$ cat config.mk
export PLATFORM = sky130hd
export DESIGN_NAME = ssd_status
export DESIGN_NICKNAME = d
export VERILOG_FILES = /design/src/ssd_pkg.sv /design/src/ssd_status.sv /design/src/ssd_mem.sv
export SDC_FILE = /design/constraint.sdc
export NUM_CORES = 1
export LEC_CHECK = 0
export BUFFER_PORTS_ARGS = -buffer_cell sky130_fd_sc_hd__buf_2
export CORE_MARGIN = 5
export CORE_UTILIZATION = 44
export CTS_BUF_LIST = sky130_fd_sc_hd__clkbuf_8
export DETAILED_ROUTE_END_ITERATION = 16
export PLACE_DENSITY = 0.66
export SETUP_SLACK_MARGIN = 0.3
export SLEW_MARGIN = 25
export SYNTH_ARGS = -nofsm -noshare
export SYNTH_HDL_FRONTEND = slang
export SYNTH_SLANG_ARGS = --single-unit
$ cat constraint.sdc
create_clock -name MCLK -period 4.8 [get_ports MCLK]
set_input_delay 0.96 -clock MCLK [delete_from_list [all_inputs] [get_ports MCLK]]
set_output_delay 0.96 -clock MCLK [all_outputs]
set_load 0.005 [all_outputs]
$ cat src/ssd_pkg.sv
package ssd_pkg;
  // register indices; byte address is four times the index
  localparam logic [5:0] IDX_OUT_LO = 6'h10;
  localparam logic [5:0] IDX_IN_LO = 6'h11;
  localparam logic [5:0] IDX_OUT_HI = 6'h12;
  localparam logic [5:0] IDX_IN_HI = 6'h13;
  localparam logic [5:0] IDX_IRQ_STAT = 6'h14;
  localparam logic [5:0] IDX_IRQ_MASK = 6'h15;
  localparam logic [5:0] IDX_DISPLAY = 6'h16;
  localparam logic [5:0] IDX_CONFIG = 6'h17;
  localparam logic [5:0] IDX_CTRL = 6'h18;
  // input data words of input slaves 0..15 at indices 0x20..0x2F
  localparam logic [1:0] IDX_MEM_HI = 2'h2;

  // status word layout
  localparam int ACT_LSB = 0;
  localparam int ERR_LSB = 8;

  // interrupt status bits
  localparam int IRQ_FAIL_BIT = 0;
  localparam int IRQ_JOIN_BIT = 1;
  localparam int IRQ_W = 2;

  // control and config bits
  localparam int CTRL_RESTART_BIT = 0;
  localparam int CFG_BASE_LSB = 0;
  localparam int CFG_MAX32_BIT = 16;
  localparam int CFG_FAMILY_BIT = 17;

  // reset values
  localparam logic [15:0] FLAGS_RST = 16'h0000;
  localparam logic [IRQ_W-1:0] IRQ_RST = 2'h0;
  localparam logic [7:0] DATA_RST = 8'h00;

  // status area base word arithmetic
  localparam logic [15:0] BASE_FAM_A = 16'h07D0;
  localparam logic [15:0] BASE_FAM_B_LO = 16'h0064;
  localparam logic [15:0] BASE_FAM_B_HI = 16'h0190;
  localparam logic [15:0] BASE_STEP = 16'h000A;
  localparam logic [3:0] UNIT_SPLIT = 4'hA;

  // last node number in the 16-slave configuration
  localparam logic [3:0] NODES16_LAST = 4'h7;

  typedef enum logic [2:0] {
    ST_IDLE = 3'b001,
    ST_READ = 3'b010,
    ST_DONE = 3'b100
  } ssd_apb_t;
endpackage

$ cat src/ssd_status.sv
// Contract
// - when error lamp lit, show type lamp and node number on 8-4-2-1 lamps.
// - a multi-node slave may be shown under any node it occupies.
// - hold first error on display; advance only after it is cleared.
// - sixteen-slave setting uses two status words.
// - thirty-two-slave setting uses four status words.
// - first host family base word is 2000 plus ten times unit.
// - other family: 100+10u for units 0-9, else 400+10(u-10).
// - all active and error flags clear at power-up and restart.
// - active flag sets on first participation and stays set.
// - error flag set when withdrawn for failure, else zero.
// - hold last input data of a slave while its error flag is set.
// - pass slave input or output only after its active flag is on.
// - with simultaneous errors display the one recognised first; code advances to lowest pending input, then output node.
module ssd_status (
  input wire logic MCLK,
  input wire logic RESET,
  input wire logic PSEL,
  input wire logic PENABLE,
  input wire logic PWRITE,
  input wire logic [7:0] PADDR,
  input wire logic [31:0] PWDATA,
  output logic [31:0] PRDATA,
  output logic PREADY,
  output logic PSLVERR,
  input wire logic EVT_VALID,
  input wire logic EVT_FAIL,
  input wire logic EVT_OUTPUT,
  input wire logic [3:0] EVT_NODE,
  input wire logic RX_VALID,
  input wire logic [3:0] RX_NODE,
  input wire logic [7:0] RX_DATA,
  input wire logic MAX32_PIN,
  input wire logic FAMILY_PIN,
  input wire logic [3:0] UNIT_PIN,
  output logic [15:0] TX_ENABLE,
  output logic [15:0] STATUS_BASE,
  output logic COMM_ERROR_INDICATOR,
  output logic IO_INDICATOR,
  output logic [3:0] NODE_INDICATOR,
  output logic IRQ
);
  typedef struct packed {
    ssd_pkg::ssd_apb_t st;
    logic [31:0] rdata;
    logic rerr;
    logic [15:0] in_act;
    logic [15:0] in_err;
    logic [15:0] out_act;
    logic [15:0] out_err;
    logic disp_busy;
    logic disp_out;
    logic [3:0] disp_node;
    logic [ssd_pkg::IRQ_W-1:0] irq_stat;
    logic [ssd_pkg::IRQ_W-1:0] irq_mask;
    logic [5:0] sync1;
    logic [5:0] sync2;
    logic [5:0] sync3;
    logic [5:0] strap;
    logic [15:0] base;
  } ssd_state_t;

  ssd_state_t s_q, s_d;
  logic [7:0] mem_rdata;
  logic mem_we;
  logic bus_wr;

  // status area base word for a unit number and host family
  function automatic logic [15:0] base_word(input logic fam_b,
                                            input logic [3:0] unit);
    logic [15:0] u;
    u = {12'h000, unit};
    if (!fam_b) begin
      base_word = 16'(ssd_pkg::BASE_FAM_A + u * ssd_pkg::BASE_STEP);
    end else if (unit < ssd_pkg::UNIT_SPLIT) begin
      base_word = 16'(ssd_pkg::BASE_FAM_B_LO + u * ssd_pkg::BASE_STEP);
    end else begin
      base_word = 16'(ssd_pkg::BASE_FAM_B_HI
                      + (u - 16'(ssd_pkg::UNIT_SPLIT)) * ssd_pkg::BASE_STEP);
    end
  endfunction

  // lowest set bit of a flag vector, with a found flag
  function automatic logic [4:0] first_set(input logic [15:0] v);
    logic [4:0] r;
    r = 5'h00;
    for (int i = 15; i >= 0; i--) begin
      if (v[i]) begin
        r = {1'b1, 4'(i)};
      end
    end
    first_set = r;
  endfunction

  // 16-bit status word from active and error halves
  function automatic logic [15:0] status_word(input logic [7:0] act,
                                              input logic [7:0] err);
    // error flags high byte, active flags low byte
    status_word = {err, act};
  endfunction

  logic max32;
  logic fam_b;
  logic [3:0] unit;
  assign max32 = s_q.strap[5];
  assign fam_b = s_q.strap[4];
  assign unit = s_q.strap[3:0];

  logic node_ok;
  assign node_ok = max32 || (EVT_NODE <= ssd_pkg::NODES16_LAST);
  logic rx_ok;
  assign rx_ok = max32 || (RX_NODE <= ssd_pkg::NODES16_LAST);

  // stale input kept while error flag set
  // input taken only from an active slave
  assign mem_we = RX_VALID && rx_ok && s_q.in_act[RX_NODE]
                  && !s_q.in_err[RX_NODE];

  ssd_mem u_mem (
    .clk(MCLK),
    .rst(RESET),
    .we(mem_we),
    .waddr(RX_NODE),
    .wdata(RX_DATA),
    .raddr(PADDR[5:2]),
    .rdata_q(mem_rdata)
  );

  assign bus_wr = (s_q.st == ssd_pkg::ST_DONE) && PSEL && PENABLE
                  && PWRITE;

  always_comb begin
    logic [5:0] idx;
    logic [4:0] pick;
    logic restart;
    logic ev_fail;
    logic ev_join;
    logic [31:0] rd;
    logic rerr;
    idx = PADDR[7:2];
    pick = 5'h00;
    restart = 1'b0;
    ev_fail = 1'b0;
    ev_join = 1'b0;
    rd = 32'h0000_0000;
    rerr = 1'b0;
    s_d = s_q;

    // strap pins: accepted once the second and third stage agree
    s_d.sync1 = {MAX32_PIN, FAMILY_PIN, UNIT_PIN};
    s_d.sync2 = s_q.sync1;
    s_d.sync3 = s_q.sync2;
    if (s_q.sync2 == s_q.sync3) begin
      s_d.strap = s_q.sync3;
    end
    s_d.base = base_word(fam_b, unit);

    // register writes take effect on the completing edge
    if (bus_wr) begin
      case (idx)
        ssd_pkg::IDX_IRQ_STAT: begin
          s_d.irq_stat = s_q.irq_stat & ~PWDATA[ssd_pkg::IRQ_W-1:0];
        end
        ssd_pkg::IDX_IRQ_MASK: begin
          s_d.irq_mask = PWDATA[ssd_pkg::IRQ_W-1:0];
        end
        ssd_pkg::IDX_CTRL: begin
          restart = PWDATA[ssd_pkg::CTRL_RESTART_BIT];
        end
        default: begin
        end
      endcase
    end

    if (restart) begin
      s_d.in_act = ssd_pkg::FLAGS_RST;
      s_d.in_err = ssd_pkg::FLAGS_RST;
      s_d.out_act = ssd_pkg::FLAGS_RST;
      s_d.out_err = ssd_pkg::FLAGS_RST;
    end

    // slave events come after a restart clear, so a coincident join wins
    if (EVT_VALID && node_ok) begin
      if (EVT_FAIL) begin
        // failure of a participating slave withdraws it
        if (EVT_OUTPUT && s_d.out_act[EVT_NODE]) begin
          s_d.out_err[EVT_NODE] = 1'b1;
          ev_fail = 1'b1;
        end else if (!EVT_OUTPUT && s_d.in_act[EVT_NODE]) begin
          s_d.in_err[EVT_NODE] = 1'b1;
          ev_fail = 1'b1;
        end
      end else begin
        // active flag sets on joining and is cleared only by reset or a restart
        if (EVT_OUTPUT) begin
          s_d.out_act[EVT_NODE] = 1'b1;
          s_d.out_err[EVT_NODE] = 1'b0;
        end else begin
          s_d.in_act[EVT_NODE] = 1'b1;
          s_d.in_err[EVT_NODE] = 1'b0;
        end
        ev_join = 1'b1;
      end
    end

    // events set after the clear so a coincident event is kept
    if (ev_fail) begin
      s_d.irq_stat[ssd_pkg::IRQ_FAIL_BIT] = 1'b1;
    end
    if (ev_join) begin
      s_d.irq_stat[ssd_pkg::IRQ_JOIN_BIT] = 1'b1;
    end

    // drop the shown node once its error flag is gone
    if (s_q.disp_busy) begin
      if (s_q.disp_out ? !s_d.out_err[s_q.disp_node]
                       : !s_d.in_err[s_q.disp_node]) begin
        s_d.disp_busy = 1'b0;
      end
    end else begin
      // a fresh failure is shown ahead of older pending ones
      if (ev_fail) begin
        s_d.disp_busy = 1'b1;
        s_d.disp_out = EVT_OUTPUT;
        s_d.disp_node = EVT_NODE;
      end else begin
        // advance to a pending error, inputs first, lowest node
        pick = first_set(s_q.in_err);
        if (pick[4]) begin
          s_d.disp_busy = 1'b1;
          s_d.disp_out = 1'b0;
          s_d.disp_node = pick[3:0];
        end else begin
          pick = first_set(s_q.out_err);
          if (pick[4]) begin
            s_d.disp_busy = 1'b1;
            s_d.disp_out = 1'b1;
            s_d.disp_node = pick[3:0];
          end
        end
      end
    end

    // read mux; memory data is valid one cycle after setup
    if (idx[5:4] == ssd_pkg::IDX_MEM_HI) begin
      rd = {24'h000000, mem_rdata};
    end else begin
      case (idx)
        ssd_pkg::IDX_OUT_LO: begin
          rd = {16'h0000, status_word(s_q.out_act[7:0], s_q.out_err[7:0])};
        end
        ssd_pkg::IDX_IN_LO: begin
          rd = {16'h0000, status_word(s_q.in_act[7:0], s_q.in_err[7:0])};
        end
        // high words unused in the sixteen-slave setting
        // four words in the thirty-two-slave setting
        ssd_pkg::IDX_OUT_HI: begin
          if (max32) begin
            rd = {16'h0000,
                  status_word(s_q.out_act[15:8], s_q.out_err[15:8])};
          end
        end
        ssd_pkg::IDX_IN_HI: begin
          if (max32) begin
            rd = {16'h0000,
                  status_word(s_q.in_act[15:8], s_q.in_err[15:8])};
          end
        end
        ssd_pkg::IDX_IRQ_STAT: begin
          rd = {30'h00000000, s_q.irq_stat};
        end
        ssd_pkg::IDX_IRQ_MASK: begin
          rd = {30'h00000000, s_q.irq_mask};
        end
        ssd_pkg::IDX_DISPLAY: begin
          rd = {26'h0000000, s_q.disp_busy, s_q.disp_out, s_q.disp_node};
        end
        ssd_pkg::IDX_CONFIG: begin
          rd = {14'h0000, fam_b, max32, s_q.base};
        end
        ssd_pkg::IDX_CTRL: begin
          rd = 32'h0000_0000;
        end
        default: begin
          rerr = 1'b1;
        end
      endcase
    end

    // apb access: one wait state, ready in the second access cycle
    case (s_q.st)
      ssd_pkg::ST_IDLE: begin
        if (PSEL && !PENABLE) begin
          s_d.st = ssd_pkg::ST_READ;
        end
      end
      ssd_pkg::ST_READ: begin
        s_d.rdata = PWRITE ? 32'h0000_0000 : rd;
        s_d.rerr = rerr;
        s_d.st = ssd_pkg::ST_DONE;
      end
      ssd_pkg::ST_DONE: begin
        s_d.st = ssd_pkg::ST_IDLE;
      end
      default: begin
        s_d.st = ssd_pkg::ST_IDLE;
      end
    endcase
  end

  always_ff @(posedge MCLK) begin
    if (RESET) begin
      s_q <= '0;
      s_q.st <= ssd_pkg::ST_IDLE;
    end else begin
      s_q <= s_d;
    end
  end

  assign PREADY = (s_q.st == ssd_pkg::ST_DONE) && PSEL && PENABLE;
  assign PRDATA = s_q.rdata;
  assign PSLVERR = PREADY && s_q.rerr;
  // output to a slave enabled only once it is active
  assign TX_ENABLE = s_q.out_act;
  assign STATUS_BASE = s_q.base;
  // type and binary node number while the error lamp is lit
  // the reported node is the one the failure event named
  assign COMM_ERROR_INDICATOR = s_q.disp_busy;
  assign IO_INDICATOR = s_q.disp_busy && s_q.disp_out;
  assign NODE_INDICATOR = s_q.disp_busy ? s_q.disp_node : 4'h0;
  assign IRQ = |(s_q.irq_stat & s_q.irq_mask);
endmodule

$ cat src/ssd_mem.sv
module ssd_mem (
  input wire logic clk,
  input wire logic rst,
  input wire logic we,
  input wire logic [3:0] waddr,
  input wire logic [7:0] wdata,
  input wire logic [3:0] raddr,
  output logic [7:0] rdata_q
);
  typedef struct packed {
    logic [15:0][7:0] mem;
    logic [7:0] rdata;
  } ssd_mem_t;

  ssd_mem_t s_q, s_d;

  always_comb begin
    s_d = s_q;
    s_d.rdata = s_q.mem[raddr];
    if (we) begin
      s_d.mem[waddr] = wdata;
    end
  end

  always_ff @(posedge clk) begin
    if (rst) begin
      s_q <= '0;
    end else begin
      s_q <= s_d;
    end
  end

  assign rdata_q = s_q.rdata;
endmodule

# [Word level (Yosys, flattened, before mapping)]
# Cells that the tools add are included.
[op_classes] addsub=4 multipliers=2 n_lt_le_gt_ge=9 eq_ne=15 n_mux=98 n_bitwise=11 reduce_logical=32
[op_table] operator="5-bit two-way mux" n=37
[op_table] operator="16-bit two-way mux" n=11
[op_table] operator="18-bit case mux with 8 select lines" n=1
[op_table] operator="128-bit bitwise mux" n=1
[op_table] operator="64-bit two-way mux" n=2
[op_table] operator="32-bit two-way mux" n=3
[op_table] operator="16-bit bitwise OR" n=4
[op_table] operator="6-bit by 5-bit == test with 1-bit output, second input constant" n=9
[op_table] operator="16-bit bitwise AND" n=2
[op_table] operator="8-bit binary-select mux with 4-bit select" n=1
[op_table] operator="8-bit demux with 4-bit select" n=1
[op_table] operator="1-bit binary-select mux with 4-bit select" n=6
[op_table] operator="1-bit two-way mux" n=22
[op_table] operator="4-bit by 5-bit less-than comparator with 1-bit output, second input constant" n=4
[op_table] operator="18-bit two-way mux" n=1
[op_table] operator="6-bit two-way mux" n=3
[op_table] operator="9-bit by 16-bit adder with 16-bit output, first input constant" n=1
[op_table] operator="16-bit by 3-bit multiplier with 15-bit output, second input constant" n=1
[op_table] operator="8-bit two-way mux" n=2
[op_table] operator="16-bit NOT" n=1
[op_table] operator="1-bit logical AND" n=14
[op_table] operator="11-bit by 8-bit adder with 12-bit output, first input constant" n=1
[op_table] operator="7-bit by 8-bit adder with 9-bit output, first input constant" n=1
[op_table] operator="9-bit OR reduction" n=1
[op_table] operator="25 further kinds" n=41
[totals] reg_bits=286 inputBits=71 out_inout_bits=73 word_cells=206

# [Depth between registers and ports, before layout]
# Gate-level depths: netlist (run 1).
[depth] depth_word=25 mapped_depth=17 depth_no_buf=17

# [By module]
# A second synthesis (run 1) with hierarchy kept.
[hier_totals] hier_cells=1597 hier_area_um2=14166.1
[modules_own_cells] module="ssd_status" n_inst=1 cells_per_inst=998 area_each_um2=8200.4 seq_area_each_um2=2702.6
[modules_own_cells] module="ssd_mem" n_inst=1 cells_per_inst=599 area_each_um2=5965.7 seq_area_each_um2=2722.6

# [Worst setup path before layout (run 1)]
# No wires, ideal clock.
[synth_path] path_kind="register to register" start="register s_q[17] (netlist bit)" end="register s_q (netlist bit STATUS_BASE[9])" setup_time_ns=0.116 t_arrival_ns=3.321 required_time_ns=4.684 setup_slack_ns=1.362 path_stages_with_launch=18 path_buffers=0 period_less_slack_ns=3.438 cell_sequence="dfxtp_1 > inv_1 > ha_1 > inv_1 > ha_1 > ha_1 > ha_1 > inv_1 > fa_1 > nor2b_1 > o21ai_0 > ha_1 > nand2b_1 > or2_2 > xnor2_1 > xnor2_1 > nor2_1 > a31o_2"
[synth_via] elab_chain_cells=5 word_cells_on_any_way=8 classes_between="add/sub: 3; mul: 2; order compare: 1; mux: 2"
[synth_rtl] element="start: declaration" line_no="ssd_status.sv:63" text="ssd_state_t s_q, s_d;"
[synth_rtl] element="4-bit by 4-bit subtractor with 5-bit output" line_no="ssd_status.sv:79" text="+ (u - 16'(ssd_pkg::UNIT_SPLIT)) * ssd_pkg::BASE_STEP);"
[synth_rtl] element="16-bit by 3-bit multiplier with 15-bit output" line_no="ssd_status.sv:79"
[synth_rtl] element="9-bit by 16-bit adder with 16-bit output" line_no="ssd_status.sv:79"
[synth_rtl] element="16-bit two-way mux" line_no="ssd_status.sv:75" text="end else if (unit < ssd_pkg::UNIT_SPLIT) begin"
[synth_rtl] element="16-bit two-way mux (*)" line_no="ssd_status.sv:73" text="if (!fam_b) begin"
# Mark *: on every way between the ends. The rest lies on a longest branch, timed or not.
# A chain may end at the register's enable or synchronous reset.

# [Worst setup path in the final report (run 1)]
# Same ends and word-level chain as after synthesis.

==> out/qor.yml, run 1 <==
grt_max_degree: 134
endpoint_kind: "flop"
worstMarginPinSlew_ns: 0.972
synth_cell_types: 100
slowest_delay_ns: 0.47
cts_resized: 0
hold_depth: 1
viasPerCell: 5.92
ir_drop_mv: 0.240
num_rows: 66
drv_cap: 0
die_w_microns: 191
post-route-period-util: 0.778
ff2ff_setup_slack_ns: 1.06
path_max_fanout: 7
mostFrequentLayoutCells: "dfxtp_1, nor2_1, mux2i_1"
hpwl_mm: 31.2
start_util: 0.445
min_path_type: "flop to flop"
dieArea_sq_mm: 0.0365
cp-start-kind: "flop"
crit_required_ns: 5.26
synth-edff-count: 0
drc: 0
clock_sinks: 271
drtPass1Iterations: 8
ctsHoldBuffers: 0
clockRootBuffer: "clkbuf_8"
postRouteAntennaNets: 0
hold_viol: 0
power.density_mw_per_mm2: 307
clk_path_buf_depth: 3
clock.fmax_ghz: 0.268
cts_tree: "built"
grt_pass1_vias: 11400
cts_made_buffers: 46
final_cell_area_sq_mm: 0.0157
crit_top_cell: "ha_1"
fin_tns_setup_ns: 0
ios: 144
finalWirelength_mm: 44.8
syn_to_final_growth_pct: 8.94
reg2reg_depth: 17
synth-seq-cells: 271
arrival_ns: 4.20
cts.clk_slew.worst_paths_ns: 0.06
grt_pass1_wl_mm: 68.6
drt_iter0_drc: 1505
yosysWarnings: 0
path_cells: "inv_1 -> ha_1 -> inv_1 -> ha_1 -> ha_1 -> ha_1 -> inv_1 -> fa_1 -> nor2b_1 -> o21ai_0 -> ha_1 -> nand2b_1 -> or2_2 -> xnor2_1 -> xnor2_1 -> nor2_1 -> a31o_2"
avgRoutedWirePerCell_microns: 22.0
vias: 12100
p_leak_nw: 6.66
fp.dieH_microns: 191
period_minus_slack_ns: 3.74
n_fill_cell: 3065
synthArstFlopShare: 0
post_dp_cell_area_sq_mm: 0.0147
rsz0062_at_grt: "no"
core_sq_mm: 0.0325
nNetsFinal: 1660
gp_congestion: 1.00
slew_headroom: 0.351
synth_area_sq_mm: 0.0144
diodes: 0
r2r-end: "STATUS_BASE[9]"
critPathKind: "flop to flop"
grt_antenna_before_repair: 5
whs_endpoint: "s_d[22]"
run_status: "completed"
synth_cells: 1558
grt_usage: 0.240
r2r_start: "s_q[17]"
instances_no_fill: 2041
finalSetupViolations: 0
cts_setup_buffers: 0
insertion_delay_ns: 0.62
syn-mean-instance-area_sq_um: 9.27
dp.cells: 1960
grt.overflow.total: 0
drive_gt1_frac: 0.184
hp-start: "s_d[28]"
fin_worst_skew_ns: 0.0514
port_buffers: 96
synth_top_flop_cell: "dfxtp_1"
utilization: 0.485
ys_seq_area_frac: 0.376
cpMaxStageDelayCell: "dfxtp_1"
final_common_cell: "dfxtp_1"
drv_slew: 0
cts_htree_levels: 2
==> kinds of logic after synthesis <==
group                    Yosys count  share of synthesized area
flip-flops                       271                      0.376
other                              1                   0.000260
AND/OR/NAND/NOR                  568                      0.199
AO/OA/AOI/OAI                    276                      0.137
multiplexers                     201                      0.179
adder cells (fa/ha/maj)           23                     0.0210
buffers and inverters            194                     0.0731
XOR/XNOR                          24                     0.0146
==> Yosys cell counts (all sizes together) (4+ instances only) <==
library cell / number / share of area
a211oi: 15 / 0.0095
ha: 21 / 0.018
mux2: 8 / 0.0062
dfxtp: 271 / 0.38
a311oi: 4 / 0.0024
buf: 97 / 0.048
and3: 14 / 0.0064
nor2b: 48 / 0.021
xnor2: 16 / 0.0097
mux4: 45 / 0.070
a21oi: 73 / 0.026
a222oi: 18 / 0.012
o211ai: 14 / 0.0080
nand4: 7 / 0.0039
a21boi: 4 / 0.0021
a21o: 4 / 0.0021
nand2: 94 / 0.026
nor3b: 9 / 0.0064
nor3: 35 / 0.016
a31oi: 7 / 0.0041
a22oi: 43 / 0.022
nor4: 12 / 0.0061
or2: 5 / 0.0022
clkbuf: 70 / 0.018
inv: 27 / 0.0070
a22o: 6 / 0.0036
xor2: 8 / 0.0049
o21ai: 32 / 0.011
nor2: 257 / 0.068
nand2b: 21 / 0.0096
mux2i: 148 / 0.10
or3: 5 / 0.0022
a221oi: 6 / 0.0036
and2: 24 / 0.011
o31ai: 7 / 0.0036
nand3: 21 / 0.0090
==> state kept, by name, indices dropped and copies added (netlist names) <==
| signal | count |
|---|---|
| u_mem.rdata_q | 8 |
| PRDATA | 18 |
| max32 | 1 |
| TX_ENABLE | 16 |
| STATUS_BASE | 15 |
| s_d | 12 |
| COMM_ERROR_INDICATOR | 1 |
| u_mem.s_q | 128 |
| fam_b | 1 |
| s_q | 71 |
==> stage by stage <==
stage                     total power [mW]  hold WS (ns)  setup WS (ns)
after detailed placement              2.65         0.420          0.680
after floorplan                       2.57         0.414           1.36
final                                 4.83         0.433           1.06
after global routing                  5.01         0.447          0.797
after CTS                             4.88         0.430           1.04
after global placement                2.65         0.417          0.683
==> layer usage <==
| layer | track usage | wire, microns | up-vias |
|---|---|---|---|
| li1 | - | - | 5552 |
| met1 | 0.331 | 18900 | 5799 |
| met2 | 0.365 | 19800 | 600 |
| met3 | 0.0568 | 4340 | 119 |
| met4 | 0.0942 | 1720 | 10 |
| met5 | 0 | 69 | - |
==> critical path: cells and delay by family (launching register included) <==
family / cells / cell delay [ns]
compound gates: 2 / 0.38
buf+inv: 3 / 0.22
fa+ha+maj: 6 / 1.67
simple gates: 4 / 0.57
flops: 1 / 0.47
xor+xnor: 2 / 0.30
==> cell type report <==
cell class | instances | area [sq um] | share of cell area
inverters | 27 | 101 | 0.00644
well taps | 442 | 553 | 0.0352
multi-input cells | 1107 | 8050 | 0.512
flip-flops and latches | 271 | 5430 | 0.345
clock buffers | 54 | 743 | 0.0473
repair buffers | 113 | 627 | 0.0399
clock inverters | 27 | 233 | 0.0148
==> power by group <==
group / switching (mW) / internal [mW]
registers: 0.0245 / 2.27
clock network: 1.01 / 1.20
logic: 0.214 / 0.106
==> how the worst max path moves through the flow <==
| stage | startpoint | end | slack [ns] | cells after the start |
|---|---|---|---|---|
| 2_1_floorplan | s_q[17] | STATUS_BASE[9] | 1.36 | 17 |
| 3_3_place_gp | PADDR[4] | COMM_ERROR_INDICATOR | 0.68 | 10 |
| 3_5_place_dp | PADDR[4] | COMM_ERROR_INDICATOR | 0.68 | 10 |
| 4_1_cts | s_q[17] | STATUS_BASE[9] | 1.04 | 17 |
| 5_1_grt | s_q[17] | STATUS_BASE[9] | 0.80 | 17 |
| 6_report | s_q[17] | STATUS_BASE[9] | 1.06 | 17 |
No activity file was read; power rests on OpenSTA's default activity.
==> run 2: changes to the inputs <==
==> constraint.sdc (replaced) <==
create_clock -name MCLK -period 3.55 [get_ports MCLK]
set_input_delay 0.71 -clock MCLK [delete_from_list [all_inputs] [get_ports MCLK]]
set_output_delay 0.71 -clock MCLK [all_outputs]
set_load 0.005 [all_outputs]
==> run 2 against run 1 <==
First-iteration DRC count is 0.73% lower. Combinational power is 48% higher. Fmax is 19% higher. Clock-buffer cell count is 1 higher. Sequential share of layout area is 1.2 points lower. Sequential power is 35% higher. Clock power is 36% higher. Clock skew is 0.026 ns lower. Critical path type unchanged.
==> out/qor.yml, run 2 (synthesized netlist as in run 1, its figures left out) <==
avgRoutedWirePerCell_microns: 22.2  # +1.0%
grt_pass1_vias: 11700  # +2.5%
cp_top_family: "adder cells"
worstMarginPinSlew_ns: 1.07  # +0.0969 ns
clock.fmax_ghz: 0.319  # +19%
ir_drop_mv: 0.304  # +26%
drtPass1Iterations: 8  # unchanged
critPathBufInv: 3  # unchanged
cp-start-kind: "flop"
path_cells: "inv_2 -> ha_4 -> inv_4 -> ha_4 -> ha_4 -> ha_4 -> inv_2 -> fa_2 -> nor2b_2 -> o21ai_2 -> ha_1 -> nand2b_1 -> or2_4 -> xnor2_2 -> xnor2_1 -> nor2_1 -> a31o_2"
vias: 12400  # +2.7%
largest_reg_flops: 128  # unchanged
grt_max_degree: 175  # +31%
gp_congestion: 1.03  # +2.5%
power.density_mw_per_mm2: 404  # +31%
grt.overflow.total: 0  # unchanged
rsz0062_at_grt: "yes"
fin_ws_ns: 0.414  # -0.650 ns
cts_made_buffers: 48  # +4.3%
num_rows: 66  # unchanged
postRouteAntennaNets: 0  # unchanged
insertion_delay_ns: 0.60  # -0.02 ns
grt_antenna_before_repair: 1  # -4
hold_depth: 2  # +1
hpwl_mm: 32.8  # +5.2%
mostFrequentLayoutCells: "dfxtp_1, nor2_1, mux2i_1"
dp.cells: 2014  # +2.8%
endpoint_kind: "flop"
slew_headroom: 0.286  # -0.0652
hold_viol: 0  # unchanged
ctsHoldBuffers: 0  # unchanged
drc: 0  # unchanged
utilization: 0.502  # +0.0177
instances_no_fill: 2096  # +2.7%
grt_pass1_wl_mm: 70.0  # +2.1%
reg2reg_depth: 17  # unchanged
timing.hold.ws_ns: 0.317  # -0.115 ns
cpMaxStageDelayCell: "fa_2"
drive_gt1_frac: 0.221  # +0.0363
fin_worst_skew_ns: 0.0249  # -0.0265 ns
slowest_delay_ns: 0.37  # -0.10 ns
port_buffers: 96  # unchanged
post-route-period-util: 0.883  # +0.105
core_sq_mm: 0.0325  # unchanged
run_status: "completed"
r2r_start: "s_q[18]"
clk_path_buf_depth: 3  # unchanged
syn_to_final_growth_pct: 12.9
totalPowerFinal_mw: 6.58  # +36%
post_dp_cell_area_sq_mm: 0.0152  # +3.0%
p_leak_nw: 6.97  # +4.7%
critPathKind: "flop to flop"
period_minus_slack_ns: 3.14  # -0.600 ns
dieArea_sq_mm: 0.0365  # unchanged
final_common_cell: "dfxtp_1"
cts_tree: "built"
clock_sinks: 271  # unchanged
fin_tns_setup_ns: 0  # unchanged
r2r-end: "STATUS_BASE[9]"
drv_cap: 0  # unchanged
whs_endpoint: "s_d[31]"
min_path_type: "input port to flop"
hp-start: "UNIT_PIN[3]"
fp.dieH_microns: 191  # unchanged
regMostFlops: "u_mem.s_q"
path_max_fanout: 4  # -3
nNetsFinal: 1721  # +3.7%
viasPerCell: 5.92  # about the same
cts_htree_levels: 2  # unchanged
finalSetupViolations: 0  # unchanged
cts.clk_slew.worst_paths_ns: 0.06  # about the same
drv_slew: 0  # unchanged
clockRootBuffer: "clkbuf_8"
grt_usage: 0.247  # +0.00698
dp_slack_ns: 0.150  # -0.529 ns
start_util: 0.445  # unchanged
arrival_ns: 3.63  # -0.57 ns
crit_top_cell: "ha_4"
finalWirelength_mm: 46.5  # +3.7%
final_cell_area_sq_mm: 0.0163  # +3.6%
crit_required_ns: 4.04  # -1.22 ns
die_w_microns: 191  # unchanged
drt_iter0_drc: 1494  # -0.73%
ff2ff_setup_slack_ns: 0.41  # -0.65 ns
ios: 144  # unchanged
run 2: report_power, final:
part | switching, mW | internal (mW) | total, mW
sequential | 0.0302 | 3.07 | 3.10
clock | 1.31 | 1.70 | 3.01
combinational | 0.304 | 0.171 | 0.475
total | 1.64 | 4.94 | 6.58
run 2: worst max path at each step:
stage,start,endpoint,slack [ns],depth (start not counted)
floorplan,s_q[17],STATUS_BASE[9],0.31,17
global placement,s_q[17],STATUS_BASE[11],0.19,17
detailed placement,EVT_NODE[0],COMM_ERROR_INDICATOR,0.15,10
CTS,s_q[17],STATUS_BASE[9],0.30,17
global route,s_q[18],STATUS_BASE[9],0.20,17
finish,s_q[18],STATUS_BASE[9],0.41,17
run 2: layout make-up:
| type | count | area, sq um |
|---|---|---|
| Clock inverter | 21 | 216 |
| Fill cell | 3043 | 16200 |
| Antenna cell | 1 | 2.50 |
| Inverter | 27 | 104 |
| Clock buffer | 55 | 757 |
| Sequential cell | 271 | 5430 |
| Timing Repair Buffer | 172 | 1110 |
| Multi-Input combinational cell | 1107 | 8130 |
| Tap cell | 442 | 553 |
run 2: metal layers:
| layer | GRT usage | wire length, microns | vias to the layer above |
|---|---|---|---|
| met5 | 0 | 0 | - |
| met4 | 0.0890 | 1970 | 0 |
| met3 | 0.0539 | 4170 | 141 |
| met2 | 0.384 | 20900 | 646 |
| met1 | 0.340 | 19400 | 5951 |
| li1 | - | - | 5668 |
run 2: what timing repair did:
item	CTS	global route
pin swaps	1	11
buffers inserted	1	4
setup endpoints to repair	3	5
gates resized for setup	4	15
run 2: worst reg2reg max path: cells and delay by family, from the launching register on:
family,cells,cell delay (ns)
buf+inv,3,0.14
simple gates,4,0.52
xor+xnor,2,0.29
flops,1,0.32
fa+ha+maj,6,1.46
compound gates,2,0.31
